$ cat src/rtl/cam_logic_pkg.sv
package cam_logic_pkg;

   localparam int CLK_HZ          = 50_000_000;
   localparam int CYCLE_TIME_US   = 1000;
   localparam int CYCLE_CLKS      = CYCLE_TIME_US * (CLK_HZ / 1_000_000);
   localparam int SWITCH_OFF_DELAY_UNIT_MS    = 1;
   localparam int SWITCH_OFF_DELAY_UNIT_CLKS  = SWITCH_OFF_DELAY_UNIT_MS * (CLK_HZ / 1000);
   localparam int RESPONSE_MAX_US = 1500;
   localparam int N_ENTRIES       = 32;
   localparam int N_SWITCH_OFF_DELAY          = 8;

   localparam logic [7:0] ADR_CTRL      = 8'h00;
   localparam logic [7:0] ADR_STATUS    = 8'h04;
   localparam logic [7:0] ADR_IN_MAP    = 8'h08;
   localparam logic [7:0] ADR_OUT_MAP   = 8'h0C;
   localparam logic [7:0] ADR_SWITCH_OFF_DELAY_EDGE = 8'h10;
   localparam logic [7:0] ADR_SWITCH_OFF_DELAY_T0   = 8'h14;
   localparam logic [7:0] ADR_SWITCH_OFF_DELAY_T1   = 8'h18;
   localparam logic [7:0] ADR_PROG_ADR  = 8'h1C;
   localparam logic [7:0] ADR_PROG_LO   = 8'h20;
   localparam logic [7:0] ADR_PROG_HI   = 8'h24;
   localparam logic [7:0] ADR_RESULTS   = 8'h28;
   localparam logic [7:0] ADR_SHREG     = 8'h2C;

   localparam logic [31:0] CTRL_RST     = 32'h0000_0100;
   localparam logic [31:0] IN_MAP_RST   = 32'h0000_5604;
   localparam logic [31:0] OUT_MAP_RST  = 32'h0000_3210;
   localparam int          CTRL_LOGIC   = 0;
   localparam int          CTRL_INCR    = 1;
   localparam int          CTRL_MON     = 2;
   localparam int          CTRL_NIN_LSB = 4;

   localparam logic [7:0]  ERR_NONE     = 8'h00;
   localparam logic [7:0]  ERR_NO_ENC   = 8'h64;
   localparam logic [7:0]  ERR_MONITOR  = 8'h69;
   localparam logic [15:0] MON_LIMIT    = 16'h0003;
   localparam logic [3:0]  MON_PERIODS  = 4'h8;
   localparam logic [1:0]  PD_WORDS     = 2'h2;
   // Arbitrary neutral identification value
   localparam logic [7:0]  FIELDBUS_ID  = 8'h5A;

   localparam int SHREG_CLR_BIT   = 31;
   localparam int SHREG_DATA_BIT  = 30;
   localparam int SHREG_PULSE_BIT = 29;

   typedef enum logic [1:0] {OP_AND, OP_OR, OP_NAND, OP_NOR} logic_op_t;

   typedef struct packed {
      logic       inv;
      logic [2:0] src;
      logic [4:0] idx;
   } opnd_t;

   typedef struct packed {
      logic [1:0]      nops;
      logic_op_t [2:0] ops;
      opnd_t [3:0]     opnd;
   } prog_entry_t;

   typedef struct packed {
      logic        cyc;
      logic        stb;
      logic        we;
      logic [7:0]  adr;
      logic [3:0]  sel;
      logic [31:0] dat;
   } wb_req_t;

endpackage

$ cat src/rtl/prog_mem.sv
`timescale 1ns/1ns
module prog_mem
   import cam_logic_pkg::*;
(
   input  wire logic        clk_i,
   input  wire logic        we_i,
   input  wire logic [4:0]  waddr_i,
   input  wire prog_entry_t wdata_i,
   input  wire logic [4:0]  raddr_i,
   output prog_entry_t      rdata_o
);

   prog_entry_t mem [N_ENTRIES];

   always_ff @(posedge clk_i)
   begin
      if (we_i)
      begin
         mem[waddr_i] <= wdata_i;
      end
      rdata_o <= mem[raddr_i];
   end

endmodule // prog_mem

$ cat src/rtl/switch_off_delay_timer.sv
`timescale 1ns/1ns
module switch_off_delay_timer
(
   input  wire logic       clk_i,
   input  wire logic       rst_i,
   input  wire logic       unit_tick_i,
   input  wire logic       trigger_i,
   input  wire logic [7:0] delay_i,
   output logic            hold_o
);

   logic [7:0] count;

   // Every trigger reloads, so the delay restarts
   always_ff @(posedge clk_i)
   begin
      if (rst_i)
         count <= 8'h00;
      else if (trigger_i)
         count <= delay_i;
      else if (unit_tick_i && count != 8'h00)
         count <= count - 8'h01;
   end

   assign hold_o = (count != 8'h00);

endmodule // switch_off_delay_timer

$ cat src/rtl/cam_output_logic_engine.sv
// Behaviour
// - Encoder jumps over three for eight cycles: error 105
// - Missing absolute encoder always reports error 100
// - Quadrature tracks A and B update count
// - Inputs 3 and 4 clear incremental count
// - Four process bytes each way, two words
// - Input bytes mapped: program, logic inputs
// - Output bytes mapped: position, outputs, speed, error
// - Fixed fieldbus identity and two-word width
// - Up to four operands, three AND/OR/NAND/NOR
// - Operands: inputs, cams, markers, outputs, shift register
// - Any operand may be inverted
// - Inputs 1-4 pins (1-2 with incremental encoder), 5-16 bus, count selectable
// - Unprogrammed outputs and markers follow cam tracks
// - Evaluation strictly left to right
// - Outputs 1-8 retriggerable switch-off delay 0-255 ms
// - Running delay holds output active
// - Clear flag high clears shift register
// - Pulse flag rising edge shifts in data flag
// - Result within 1.5 ms of input change
`timescale 1ns/1ns
module cam_output_logic_engine
   import cam_logic_pkg::*;
#(
   parameter int CYCLE_CLK = CYCLE_CLKS,
   parameter int UNIT_CLK  = SWITCH_OFF_DELAY_UNIT_CLKS
)
(
   input  wire logic        clk_i,
   input  wire logic        rst_i,
   input  wire logic        wb_cyc_i,
   input  wire logic        wb_stb_i,
   input  wire logic        wb_we_i,
   input  wire logic [7:0]  wb_adr_i,
   input  wire logic [3:0]  wb_sel_i,
   input  wire logic [31:0] wb_dat_i,
   output logic [31:0]      wb_dat_o,
   output logic             wb_ack_o,
   input  wire logic [3:0]  hw_in_i,
   input  wire logic        track_a_i,
   input  wire logic        track_b_i,
   input  wire logic [15:0] ssi_pos_i,
   input  wire logic        enc_fault_i,
   input  wire logic [15:0] cam_i,
   input  wire logic [31:0] pd_in_i,
   output logic [31:0]      pd_out_o,
   output logic [7:0]       fieldbus_id_o,
   output logic [1:0]       pd_words_o,
   output logic [7:0]       program_o,
   output logic [15:0]      hw_out_o
);

   function automatic logic [31:0] merge(input logic [31:0] old, input logic [31:0] nw, input logic [3:0] sel);
      logic [31:0] r;
      r = old;
      for (int b = 0; b < 4; b++)
         if (sel[b])
            r[b*8 +: 8] = nw[b*8 +: 8];
      return r;
   endfunction

   function automatic logic [7:0] pick(input logic [31:0] v, input logic [1:0] sel);
      return v[sel*8 +: 8];
   endfunction

   function automatic logic fetch(input opnd_t o, input logic [15:0] lin, input logic [15:0] cam,
                                  input logic [15:0] mrk, input logic [15:0] outs, input logic [31:0] sh);
      logic v;
      v = 1'b0;
      unique case (o.src)
         3'h0: v = lin[o.idx[3:0]];
         3'h1: v = cam[o.idx[3:0]];
         3'h2: v = mrk[o.idx[3:0]];
         3'h3: v = outs[o.idx[3:0]];
         3'h4: v = sh[o.idx];
         default: v = 1'b0;
      endcase
      return v ^ o.inv;
   endfunction

   function automatic logic apply(input logic_op_t op, input logic a, input logic b);
      logic r;
      r = 1'b0;
      unique case (op)
         OP_AND:  r = a & b;
         OP_OR:   r = a | b;
         OP_NAND: r = ~(a & b);
         OP_NOR:  r = ~(a | b);
      endcase
      return r;
   endfunction

   ////////////////////////////////////////////////////////////////////////////////
   // Register bus

   wb_req_t     req;
   logic [31:0] ctrl;
   logic [31:0] in_map;
   logic [31:0] out_map;
   logic [7:0]  switch_off_delay_edge;
   logic [63:0] switch_off_delay_time;
   logic [4:0]  prog_adr;
   logic [26:0] prog_lo;
   logic [31:0] prog_valid;
   logic [7:0]  error_code;
   logic [15:0] position;
   logic [31:0] logic_res;
   logic [31:0] shreg;

   assign req = '{cyc: wb_cyc_i, stb: wb_stb_i, we: wb_we_i, adr: wb_adr_i, sel: wb_sel_i, dat: wb_dat_i};

   wire         wb_hit  = req.cyc & req.stb & ~wb_ack_o;
   wire         wb_wr   = wb_hit & req.we;
   wire         wr_ctrl = wb_wr && req.adr == ADR_CTRL;
   wire         wr_stat = wb_wr && req.adr == ADR_STATUS;
   wire         wr_prog = wb_wr && req.adr == ADR_PROG_HI;
   wire [31:0]  rd_data =
      req.adr == ADR_CTRL      ? ctrl :
      req.adr == ADR_STATUS    ? {position, 8'h00, error_code} :
      req.adr == ADR_IN_MAP    ? in_map :
      req.adr == ADR_OUT_MAP   ? out_map :
      req.adr == ADR_SWITCH_OFF_DELAY_EDGE ? {24'h00_0000, switch_off_delay_edge} :
      req.adr == ADR_SWITCH_OFF_DELAY_T0   ? switch_off_delay_time[31:0] :
      req.adr == ADR_SWITCH_OFF_DELAY_T1   ? switch_off_delay_time[63:32] :
      req.adr == ADR_PROG_ADR  ? {27'h000_0000, prog_adr} :
      req.adr == ADR_PROG_LO   ? {5'h00, prog_lo} :
      req.adr == ADR_RESULTS   ? logic_res :
      req.adr == ADR_SHREG     ? shreg : 32'h0000_0000;
   wire [31:0]  wr_val  = merge(rd_data, req.dat, req.sel);

   always_ff @(posedge clk_i)
   begin
      if (rst_i)
      begin
         wb_ack_o <= 1'b0;
         wb_dat_o <= 32'h0000_0000;
      end
      else
      begin
         wb_ack_o <= wb_hit;
         wb_dat_o <= rd_data;
      end
   end

   always_ff @(posedge clk_i)
   begin
      if (rst_i)
      begin
         ctrl       <= CTRL_RST;
         in_map     <= IN_MAP_RST;
         out_map    <= OUT_MAP_RST;
         switch_off_delay_edge  <= 8'hFF;
         switch_off_delay_time  <= 64'h0000_0000_0000_0000;
         prog_adr   <= 5'h00;
         prog_lo    <= 27'h000_0000;
         prog_valid <= 32'h0000_0000;
      end
      else if (wb_wr)
      begin
         if (wr_ctrl)
            ctrl <= wr_val;
         if (req.adr == ADR_IN_MAP)
            in_map <= wr_val;
         if (req.adr == ADR_OUT_MAP)
            out_map <= wr_val;
         if (req.adr == ADR_SWITCH_OFF_DELAY_EDGE)
            switch_off_delay_edge <= wr_val[7:0];
         if (req.adr == ADR_SWITCH_OFF_DELAY_T0)
            switch_off_delay_time[31:0] <= wr_val;
         if (req.adr == ADR_SWITCH_OFF_DELAY_T1)
            switch_off_delay_time[63:32] <= wr_val;
         if (req.adr == ADR_PROG_ADR)
            prog_adr <= wr_val[4:0];
         if (req.adr == ADR_PROG_LO)
            prog_lo <= wr_val[26:0];
         if (wr_prog)
            prog_valid[prog_adr] <= wr_val[18];
      end
   end

   wire logic_en = ctrl[CTRL_LOGIC];
   wire incr_en  = ctrl[CTRL_INCR];
   wire mon_en   = ctrl[CTRL_MON];
   wire [4:0] n_inputs = ctrl[CTRL_NIN_LSB +: 5];

   ////////////////////////////////////////////////////////////////////////////////
   // Fieldbus process data

   wire [7:0]  prog_byte  = pick(pd_in_i, in_map[1:0]);
   wire [7:0]  ack_byte   = in_map[6] ? pick(pd_in_i, in_map[5:4]) : 8'h00;
   wire [7:0]  lin_lo     = in_map[10] ? pick(pd_in_i, in_map[9:8]) : 8'h00;
   wire [7:0]  lin_hi     = in_map[14] ? pick(pd_in_i, in_map[13:12]) : 8'h00;
   // pins give inputs 1-4 (only 1-2 with incremental encoder, 3-4 read zero), bus gives 5-16, unused inputs read zero
   wire [3:0]  pin_in     = incr_en ? {2'b00, hw_in_i[1:0]} : hw_in_i;
   wire [15:0] lin_all    = {lin_hi, lin_lo[7:4], pin_in};
   wire [15:0] lin_mask   = 16'(17'h1_FFFF >> (5'h11 - {1'b0, n_inputs}));
   wire [15:0] logic_in   = lin_all & lin_mask;

   logic [15:0] speed;
   logic [7:0]  ack_prev;
   wire  [63:0] out_src = {error_code, program_o, speed[7:0], speed[15:8],
                           logic_res[7:0], logic_res[15:8], position[7:0], position[15:8]};

   always_ff @(posedge clk_i)
   begin
      if (rst_i)
      begin
         pd_out_o  <= 32'h0000_0000;
         program_o <= 8'h00;
         ack_prev  <= 8'h00;
      end
      else
      begin
         for (int b = 0; b < 4; b++)
            pd_out_o[b*8 +: 8] <= out_src[out_map[b*4 +: 3]*8 +: 8];
         if (in_map[2])
            program_o <= prog_byte;
         ack_prev <= ack_byte;
      end
   end

   always_ff @(posedge clk_i)
   begin
      if (rst_i)
      begin
         fieldbus_id_o <= FIELDBUS_ID;
         pd_words_o    <= PD_WORDS;
      end
      else
      begin
         fieldbus_id_o <= FIELDBUS_ID;
         pd_words_o    <= PD_WORDS;
      end
   end

   ////////////////////////////////////////////////////////////////////////////////
   // Encoder

   logic [1:0]  quad_prev;
   logic [15:0] inc_count;
   wire  [1:0]  quad_now = {track_a_i, track_b_i};
   // Clr+ on input 3 high with Clr- on input 4 low
   wire         clr_pair = hw_in_i[2] & ~hw_in_i[3];
   wire         step_up  = {quad_prev, quad_now} inside {4'b0010, 4'b1011, 4'b1101, 4'b0100};
   wire         step_dn  = {quad_prev, quad_now} inside {4'b0001, 4'b0111, 4'b1110, 4'b1000};

   always_ff @(posedge clk_i)
   begin
      if (rst_i)
      begin
         quad_prev <= 2'b00;
         inc_count <= 16'h0000;
      end
      else
      begin
         quad_prev <= quad_now;
         if (incr_en && clr_pair)
            inc_count <= 16'h0000;
         else if (incr_en && step_up)
            inc_count <= inc_count + 16'h0001;
         else if (incr_en && step_dn)
            inc_count <= inc_count - 16'h0001;
      end
   end

   ////////////////////////////////////////////////////////////////////////////////
   // Cycle and delay time bases

   logic [31:0] cyc_cnt;
   logic [31:0] unit_cnt;
   wire         cycle_tick = (cyc_cnt == 32'(CYCLE_CLK - 1));
   wire         unit_tick  = (unit_cnt == 32'(UNIT_CLK - 1));

   always_ff @(posedge clk_i)
   begin
      if (rst_i || cycle_tick)
         cyc_cnt <= 32'h0000_0000;
      else
         cyc_cnt <= cyc_cnt + 32'h0000_0001;
   end

   always_ff @(posedge clk_i)
   begin
      if (rst_i || unit_tick)
         unit_cnt <= 32'h0000_0000;
      else
         unit_cnt <= unit_cnt + 32'h0000_0001;
   end

   ////////////////////////////////////////////////////////////////////////////////
   // Logic scan

   typedef enum logic [1:0] {S_IDLE, S_READ, S_EVAL, S_COMMIT} scan_state_t;
   scan_state_t state;
   logic [4:0]  idx;
   logic [15:0] snap_in;
   logic [15:0] snap_cam;
   logic [31:0] res_new;
   prog_entry_t entry;

   prog_mem u_prog_mem
   (
      .clk_i   (clk_i),
      .we_i    (wr_prog),
      .waddr_i (prog_adr),
      .wdata_i (prog_entry_t'({wr_val[16:0], prog_lo})),
      .raddr_i (idx),
      .rdata_o (entry)
   );

   wire [3:0] opv;
   genvar g;
   generate
      for (g = 0; g < 4; g++)
      begin : g_opnd
         assign opv[g] = fetch(entry.opnd[g], snap_in, snap_cam, logic_res[31:16], logic_res[15:0], shreg);
      end
   endgenerate

   // accumulate left to right, no precedence
   wire acc1 = (entry.nops > 2'h0) ? apply(entry.ops[0], opv[0], opv[1]) : opv[0];
   wire acc2 = (entry.nops > 2'h1) ? apply(entry.ops[1], acc1, opv[2]) : acc1;
   wire acc3 = (entry.nops > 2'h2) ? apply(entry.ops[2], acc2, opv[3]) : acc2;
   // unprogrammed entry follows its cam track
   wire entry_res = (logic_en && prog_valid[idx]) ? acc3 : snap_cam[idx[3:0]];

   wire commit = (state == S_COMMIT);

   // scan starts every cycle and ends well inside the bound
   always_ff @(posedge clk_i)
   begin
      if (rst_i)
      begin
         state <= S_IDLE;
         idx   <= 5'h00;
      end
      else
      begin
         unique case (state)
            S_IDLE:   if (cycle_tick) state <= S_READ;
            S_READ:   state <= S_EVAL;
            S_EVAL:   state <= (idx == 5'h1F) ? S_COMMIT : S_READ;
            S_COMMIT: state <= S_IDLE;
         endcase
         if (state == S_EVAL)
            idx <= idx + 5'h01;
      end
   end

   always_ff @(posedge clk_i)
   begin
      if (rst_i)
      begin
         snap_in  <= 16'h0000;
         snap_cam <= 16'h0000;
         res_new  <= 32'h0000_0000;
      end
      else
      begin
         // inputs sampled once per controller cycle
         if (state == S_IDLE && cycle_tick)
         begin
            snap_in  <= logic_in;
            snap_cam <= cam_i;
         end
         if (state == S_EVAL)
            res_new[idx] <= entry_res;
      end
   end

   ////////////////////////////////////////////////////////////////////////////////
   // Commit: results, shift register, switch-off delays

   wire shreg_clear_flag = res_new[SHREG_CLR_BIT];
   wire shreg_data_flag  = res_new[SHREG_DATA_BIT];
   wire shreg_pulse_flag = res_new[SHREG_PULSE_BIT];
   wire shreg_pulse_rise = shreg_pulse_flag & ~logic_res[SHREG_PULSE_BIT];

   always_ff @(posedge clk_i)
   begin
      if (rst_i)
      begin
         logic_res <= 32'h0000_0000;
         shreg     <= 32'h0000_0000;
      end
      else if (commit)
      begin
         logic_res <= res_new;
         if (shreg_clear_flag)
            shreg <= 32'h0000_0000;
         // shift up, new bit at zero
         else if (shreg_pulse_rise)
            shreg <= {shreg[30:0], shreg_data_flag};
      end
   end

   wire [7:0] hold;
   generate
      for (g = 0; g < N_SWITCH_OFF_DELAY; g++)
      begin : g_switch_off_delay
         // trigger on the selected edge of the logic result
         wire trig = commit && (switch_off_delay_edge[g] ? (res_new[g] & ~logic_res[g]) : (~res_new[g] & logic_res[g]));
         switch_off_delay_timer u_switch_off_delay
         (
            .clk_i       (clk_i),
            .rst_i       (rst_i),
            .unit_tick_i (unit_tick),
            .trigger_i   (trig),
            .delay_i     (switch_off_delay_time[g*8 +: 8]),
            .hold_o      (hold[g])
         );
      end
   endgenerate

   // running delay keeps the output on
   always_ff @(posedge clk_i)
   begin
      if (rst_i)
         hw_out_o <= 16'h0000;
      else
         hw_out_o <= logic_res[15:0] | {8'h00, hold};
   end

   ////////////////////////////////////////////////////////////////////////////////
   // Encoder monitoring and errors

   logic [15:0] prev_pos;
   logic [3:0]  mon_cnt;
   wire  [15:0] pos_now  = incr_en ? inc_count : ssi_pos_i;
   wire  [15:0] delta    = pos_now - prev_pos;
   wire  [15:0] delta_ab = delta[15] ? 16'(~delta + 16'h0001) : delta;
   wire         deviates = delta_ab > MON_LIMIT;
   wire         mon_trip = commit && mon_en && deviates && (mon_cnt == MON_PERIODS - 4'h1);
   wire         enc_miss = commit && !incr_en && enc_fault_i;
   wire         err_ack  = wr_stat || (ack_byte != 8'h00 && ack_prev == 8'h00);

   always_ff @(posedge clk_i)
   begin
      if (rst_i)
      begin
         prev_pos <= 16'h0000;
         position <= 16'h0000;
         speed    <= 16'h0000;
         mon_cnt  <= 4'h0;
      end
      else if (commit)
      begin
         prev_pos <= pos_now;
         position <= pos_now;
         speed    <= delta;
         mon_cnt  <= (mon_en && deviates && mon_cnt != MON_PERIODS) ? mon_cnt + 4'h1 : 4'h0;
      end
   end

   always_ff @(posedge clk_i)
   begin
      if (rst_i)
         error_code <= ERR_NONE;
      // missing absolute encoder reported every cycle, never suppressed
      else if (enc_miss)
         error_code <= ERR_NO_ENC;
      // persistent deviation raises the monitor error
      else if (mon_trip)
         error_code <= ERR_MONITOR;
      else if (err_ack)
         error_code <= ERR_NONE;
   end

   ////////////////////////////////////////////////////////////////////////////////
   // Checks

   bus_ack_next_a: assert property (@(posedge clk_i) disable iff (rst_i)
      wb_hit |=> wb_ack_o ##1 !wb_ack_o) else $error("bus ack not one cycle after request");

   monitor_error_a: assert property (@(posedge clk_i) disable iff (rst_i)
      mon_trip && !enc_miss |=> error_code == ERR_MONITOR) else $error("monitor error not raised");

   missing_enc_a: assert property (@(posedge clk_i) disable iff (rst_i)
      enc_miss |=> error_code == ERR_NO_ENC) else $error("missing encoder error suppressed");

   quad_step_a: assert property (@(posedge clk_i) disable iff (rst_i)
      incr_en && !clr_pair && step_up |=> inc_count == $past(inc_count) + 16'h0001) else $error("quadrature step lost");

   count_clear_a: assert property (@(posedge clk_i) disable iff (rst_i)
      incr_en && clr_pair |=> inc_count == 16'h0000) else $error("clear pair did not clear count");

   follow_cam_a: assert property (@(posedge clk_i) disable iff (rst_i)
      commit && !logic_en |=> logic_res == {2{$past(snap_cam)}}) else $error("results do not follow cams");

   shreg_clear_a: assert property (@(posedge clk_i) disable iff (rst_i)
      commit && shreg_clear_flag |=> shreg == 32'h0000_0000) else $error("shift register not cleared");

   shreg_shift_a: assert property (@(posedge clk_i) disable iff (rst_i)
      commit && !shreg_clear_flag && shreg_pulse_rise
      |=> shreg == {$past(shreg[30:0]), $past(shreg_data_flag)}) else $error("shift register did not shift");

   delay_hold_a: assert property (@(posedge clk_i) disable iff (rst_i)
      ##1 ((hw_out_o[7:0] & $past(hold)) == $past(hold))) else $error("output dropped during delay");

   scan_bound_a: assert property (@(posedge clk_i) disable iff (rst_i)
      state == S_IDLE && cycle_tick |-> ##65 commit) else $error("scan did not finish in time");

   cover_shift_c: cover property (@(posedge clk_i) disable iff (rst_i) commit && shreg_pulse_rise);
   cover_trip_c:  cover property (@(posedge clk_i) disable iff (rst_i) mon_trip);
   cover_hold_c:  cover property (@(posedge clk_i) disable iff (rst_i) hold[0] && !logic_res[0]);

endmodule // cam_output_logic_engine

$ cat config.mk
export PLATFORM = sky130hd
export DESIGN_NAME = cam_output_logic_engine
export DESIGN_NICKNAME = d
export VERILOG_FILES = /design/src/rtl/cam_logic_pkg.sv /design/src/rtl/prog_mem.sv /design/src/rtl/switch_off_delay_timer.sv /design/src/rtl/cam_output_logic_engine.sv
export SDC_FILE = /design/constraint.sdc
export NUM_CORES = 2
export LEC_CHECK = 0
export ABC_AREA = 1
export BUFFER_PORTS_ARGS = -buffer_cell sky130_fd_sc_hd__buf_2
export CORE_MARGIN = 4
export CORE_UTILIZATION = 51
export CTS_CLUSTER_SIZE = 10
export DETAILED_ROUTE_END_ITERATION = 8
export HOLD_SLACK_MARGIN = 0.03
export PLACE_DENSITY = 0.67
export SLEW_MARGIN = 15
export SYNTH_ARGS = -nofsm -noshare
export SYNTH_HDL_FRONTEND = slang
export SYNTH_HIERARCHICAL = 1
export SYNTH_SLANG_ARGS = --single-unit
$ cat constraint.sdc
create_clock -name clk_i -period 10.6 [get_ports clk_i]
set_input_delay 2.65 -clock clk_i [delete_from_list [all_inputs] [get_ports clk_i]]
set_output_delay 2.65 -clock clk_i [all_outputs]
set_load 0.03 [all_outputs]
## Word-level counts from Yosys, hierarchy flattened

Memory sizes are Yosys's and may differ from the RTL's. A register that Yosys moved wholly into a read port is not among the register bits.
Index checks and enable logic that the tools add are counted.

- Register bits after elaboration: 651
- RAM bits: 1408
- Logic and storage cells: 397
- Memories: 1

- Add/subtract/negate cells: 17
- Magnitude comparators: 17
- Equal/unequal tests: 53
- Shift-type cells: 9
- Multiplexer cells: 119
- Bitwise logic cells: 59
- Reductions and logical operators: 83

Memories:

| name | depth | bits a word | read ports | clocked after memory_dff | write ports | RTL line | RTL |
|---|---|---|---|---|---|---|---|
| u_prog_mem.mem | 32 | 44 | 1 | 1 | 1 | prog_mem.sv:13 | `prog_entry_t mem [N_ENTRIES];` |

Operators with widths:

| kind | number |
|---|---|
| $mux 32 | 13 |
| $shiftx 64x7->8 | 4 |
| $mux 8 | 23 |
| $shiftx 32x6->8 | 4 |
| $reduce_bool 8->1 | 9 |
| $bmux 1 s4 | 17 |
| $add 32x1->32 const B | 2 |
| $bwmux 32 | 2 |
| $eq 32x16->1 const B | 2 |
| $mux 16 | 4 |
| $sub 8x1->8 const B | 8 |
| $mux 1 | 38 |
| $lt 5x6->1 const B | 6 |
| $logic_and 1x1->1 | 34 |
| $add 16x1->16 const B | 2 |
| $eq 8x5->1 const B | 4 |
| $eq 8x6->1 const B | 4 |
| $bmux 1 s5 | 5 |
| $lt 4x5->1 const B | 5 |
| $not 1->1 | 25 |
| $and 1x1->1 | 24 |
| $eq 3x2->1 const B | 8 |
| $reduce_bool 2->1 | 11 |
| $mux 7 | 3 |
| other kinds (43) | 100 |

## Longest topological paths before layout

- Depth after elaboration: 18
- Mapped depth: 34
- Mapped depth without buffers: 31

## By module

Netlist, hierarchy kept.

By module, submodules not included:

| module | times used | cells an instance | area each (um^2) | sequential area each (um^2) |
|---|---|---|---|---|
| prog_mem | 1 | 4842 | 57612.8 | 43161.4 |
| cam_output_logic_engine | 1 | 4793 | 32110.8 | 11711.2 |
| switch_off_delay_timer | 8 | 94 | 581.8 | 160.2 |

## Worst setup path before layout

Ideal clock, no wire load.

- Kind: input-to-reg
- From: input wb_cyc_i
- To: memory u_prog_mem/mem[31][0] (netlist bit) (enable)
- Library setup time: 446 ps
- Data arrival time: 5902 ps
- Required time: 10154 ps
- Path slack: 4253 ps
- Stages: 6
- Path buffers: 1
- Cells stage by stage: nand2_1 > or3b_2 > clkbuf_1 > nor3_1 > nand3_1 > nor2_1

- Word-level cells in the longest chain between the ends: 6

Ends and longest elaborated chain:

| what | RTL line | RTL |
|---|---|---|
| start: declaration | cam_output_logic_engine.sv:31 | `input wire logic wb_cyc_i,` |
| $and 1x1->1 (2 in a row) | cam_output_logic_engine.sv:112 | `wire wb_hit = req.cyc & req.stb & ~wb_ack_o;` |
| $and 1x1->1 | cam_output_logic_engine.sv:113 | `wire wb_wr = wb_hit & req.we;` |
| $logic_and 1x1->1 | cam_output_logic_engine.sv:116 | `wire wr_prog = wb_wr && req.adr == ADR_PROG_HI;` |
| via wr_prog | cam_output_logic_engine.sv:116 |  |
| $mux 1 | prog_mem.sv:17 | `if (we_i)` |
| $mux 1 (not written as such) | prog_mem.sv:19 | `mem[waddr_i] <= wdata_i;` |
| end: declaration | prog_mem.sv:13 |  |

The timed path passes the listed nets, and every way through them passes these cells.

## Worst setup path after layout

- From: input wb_adr_i[6]
- To: memory u_prog_mem/mem[23][6] (netlist bit) (enable)

- Word-level cells in the longest chain between the ends: 4

Ends and longest elaborated chain:

| what | RTL line | RTL |
|---|---|---|
| start: declaration | cam_output_logic_engine.sv:34 | `input wire logic [7:0] wb_adr_i,` |
| $eq 8x6->1 | cam_output_logic_engine.sv:116 |  |
| $logic_and 1x1->1 | cam_output_logic_engine.sv:116 |  |
| via wr_prog | cam_output_logic_engine.sv:116 |  |
| $mux 1 | prog_mem.sv:17 |  |
| $mux 1 (not written as such) | prog_mem.sv:19 |  |

The timed path passes the listed nets, and every way through them passes these cells.

==> results.cfg <==
[yosys]
synth.distinct_cells = 64
syn_inst = 10400
synth_ff_type = edfxtp_1
synth_edf_count = 1408
synth-seq-cells = 2101
yosysTopAreaCellShare = 0.448
yosysSeqAreaShare = 0.595
netlist_area_sq_um = 94400
synth_top_cell_by_area = edfxtp_1
ys_async_sr_fraction = 0
synth_area_per_cell_sq_um = 9.09
synth_area_leaders = edfxtp_1, dfxtp_1, nand2_1
ys_warn_count = 6

[sta]
worstMarginPinSlew_ns = 1.24
slew_headroom = 0.174
min_period_over_period = 0.604
drv_slew = 0
fin_crit_ns = 6.41
worst_hold_slack_ns = 0.444
hold_viol = 0
rsz0062_at_grt = false
setup-tns-final_ns = 0
fin_skew_ns = 0.0665
max_freq_ghz = 0.156
setup_viol = 0

[clock_network]
cts_sinks = 2101
worstSkewPairLatency_ns = 0.90
cts_resized = 0
cts_tree = built
cts-root-buf = clkbuf_16
numCtsBuffers = 234
htreeDepth = 4
cts_setup_buffers = 0
clk_pin_slew_worst_paths_ns = 0.05
post_cts_hold_buffer_count = 0
cts.path.max_buffers = 3

[placed_design]
portBuffers = 208
dp_cells = 12600
dpl.hpwl_mm = 204
gp_congestion = 1.01
post_dp_cell_area_sq_um = 97400

[global_routing]
grt_pass1_vias = 71600
antenna_found_initial = 16
grt_pass1_wl_mm = 469
grt-ovfl-total = 0
grt_max_degree = 205
globalRouteTotalUtil = 0.324

[power_and_ir_drop]
peakVddDrop_v = 0.000215
leakagePower_nw = 40.9
switchingPower_mw = 3.42
total_power_mw = 16.3
powerDensity_nw_per_um2 = 157
sw_frac_of_total = 0.209
seq_power_share = 0.533
power_frac_comb = 0.018
p_int_mw = 12.9
clockPowerShare = 0.450

[detailed_routing]
first_pass_iters = 7
postRouteAntennaNets = 0
dr_total_vias = 78000
drt-initial-drc-count = 10700
via_per_inst = 6.02
wl_per_cell_um = 24.7
route.detailed.drc = 0
finalWirelength_mm = 320

[critical_path]
rr_startpoint = wb_ack_o
worst_ep_arrival_time_ns = 6.92
crit_type = input pin to register
r2r_end = u_prog_mem/mem[23][6]
worstSetupEndpointType = register
path_max_fanout = 27
reg2reg_depth = 5
ff2ff_setup_slack_ns = 5.84
critPathRequiredTime_ns = 11.11
start_kind = input pin

[hold_path]
hp-class = register to register
hold_start = wb_ack_o
hold_end = wb_ack_o
hold_depth = 1

[final_layout]
layout-drive-gt1-share = 0.0836
nNetsFinal = 10600
final_area_sq_um = 104000
area_growth_pct = 10.3
finalNonFillerCells = 12900

[floorplanning]
die_h_um = 438
die-width_um = 438
num_rows = 157
fp.dieArea_sq_um = 192000
initial_core_util = 0.514
fp.coreArea_sq_um = 183000
io_pins = 219

[status]
status = finished clean

[run]
drv_cap = 0
kinds of logic after synthesis:
family,after synthesis,synth area share
flip-flops,2101,0.595
AO/OA/AOI/OAI,1762,0.102
adder cells (fa/ha/maj),53,0.00719
XOR/XNOR,63,0.00585
AND/OR/NAND/NOR,5058,0.230
buffers and inverters,1347,0.0599
multiplexers,1,0.000106
other,2,0.0000796
per-stage QoR:
stage,setup slack (ns),utilization
floorplan,4.25,-
global placement,3.19,0.531
detailed placement,3.44,0.531
CTS,4.38,0.567
global route,4.28,0.567
finish,4.19,0.567
cell usage in the layout (no fill, tap or decap), drive strengths merged, types with 59 or more instances in the layout:
cell type,netlist,layout
nand2,2818,2818
nand3,1425,1425
edfxtp,1408,1408
o21ai,821,821
inv,711,714
dfxtp,693,693
nor2,656,656
a21oi,643,643
buf,339,354
clkbuf,268,320
o22ai,89,89
a221oi,74,74
nor3,59,59
how the worst max path moves through the flow:
stage                startpoint                     end  slack, ns  cells after the start
finish              wb_adr_i[6]   u_prog_mem/mem[23][6]       4.19                      9
CTS                 wb_adr_i[6]   u_prog_mem/mem[6][27]       4.38                      9
floorplan              wb_cyc_i   u_prog_mem/mem[31][0]       4.25                      6
detailed placement  wb_adr_i[7]   u_prog_mem/mem[6][23]       3.44                      9
global placement    wb_adr_i[7]  u_prog_mem/mem[17][22]       3.19                      9
global route        wb_adr_i[6]  u_prog_mem/mem[23][25]       4.28                      9
cell type report:
type | count | area [sq um]
Fill cell | 16100 | 79400
Timing Repair Buffer | 354 | 2270
Sequential cell | 2101 | 56200
Tap cell | 2464 | 3080
Clock inverter | 17 | 364
Multi-Input combinational cell | 6947 | 33000
Clock buffer | 320 | 6330
Antenna cell | 6 | 15.0
Inverter | 740 | 2810
cell usage after synthesis (29+ instances only):
| master | n |
|---|---|
| dfxtp_1 | 693 |
| a221oi_1 | 74 |
| edfxtp_1 | 1408 |
| o221ai_1 | 30 |
| o211ai_1 | 36 |
| nand3_1 | 1394 |
| nand4_1 | 45 |
| o21ai_0 | 751 |
| inv_1 | 691 |
| xor2_1 | 40 |
| clkbuf_1 | 267 |
| nand2_1 | 2790 |
| buf_2 | 228 |
| o21ai_1 | 62 |
| o22ai_1 | 89 |
| a21oi_1 | 634 |
| buf_4 | 57 |
| nor2_1 | 615 |
| ha_1 | 51 |
| clkinv_1 | 29 |
| nor3_1 | 57 |
| buf_1 | 43 |
| nand3_2 | 31 |
routing by layer:
layer | track usage | routed length (um) | vias to the layer above
met5 | 0 | 73 | -
met4 | 0.131 | 13600 | 10
met1 | 0.456 | 131000 | 37500
met2 | 0.483 | 140000 | 4378
li1 | - | - | 35400
met3 | 0.0780 | 36300 | 681
critical path: stages:
cell	delay, ns
buf_2	0.11
nor2_1	0.12
inv_1	0.08
nor3_1	0.43
inv_1	0.20
nor3_2	0.75
nand3_1	0.91
nor2_4	1.03
buf_4	0.59
power groups by stage:
stage	logic, mW	registers, mW	clock network (mW)
after floorplan	0.143	8.87	0
after global placement	0.273	8.86	0
after detailed placement	0.276	8.86	0
after CTS	0.277	8.69	7.43
after global routing	0.302	8.69	7.76
final	0.286	8.69	7.33
registers in the layout (all words and copies together) (netlist names), 27 cells and up:
signal                                       flops
u_prog_mem/mem                                1408
g_switch_off_delay.u_switch_off_delay/count     64
switch_off_delay_time                           64
u_prog_mem/rdata_o                              44
ctrl                                            32
cyc_cnt                                         32
in_map                                          32
logic_res                                       32
out_map                                         32
pd_out_o                                        32
prog_valid                                      32
res_new                                         32
shreg                                           32
unit_cnt                                        32
wb_dat_o                                        32
prog_lo                                         27
(Power assumes the default switching activity.)
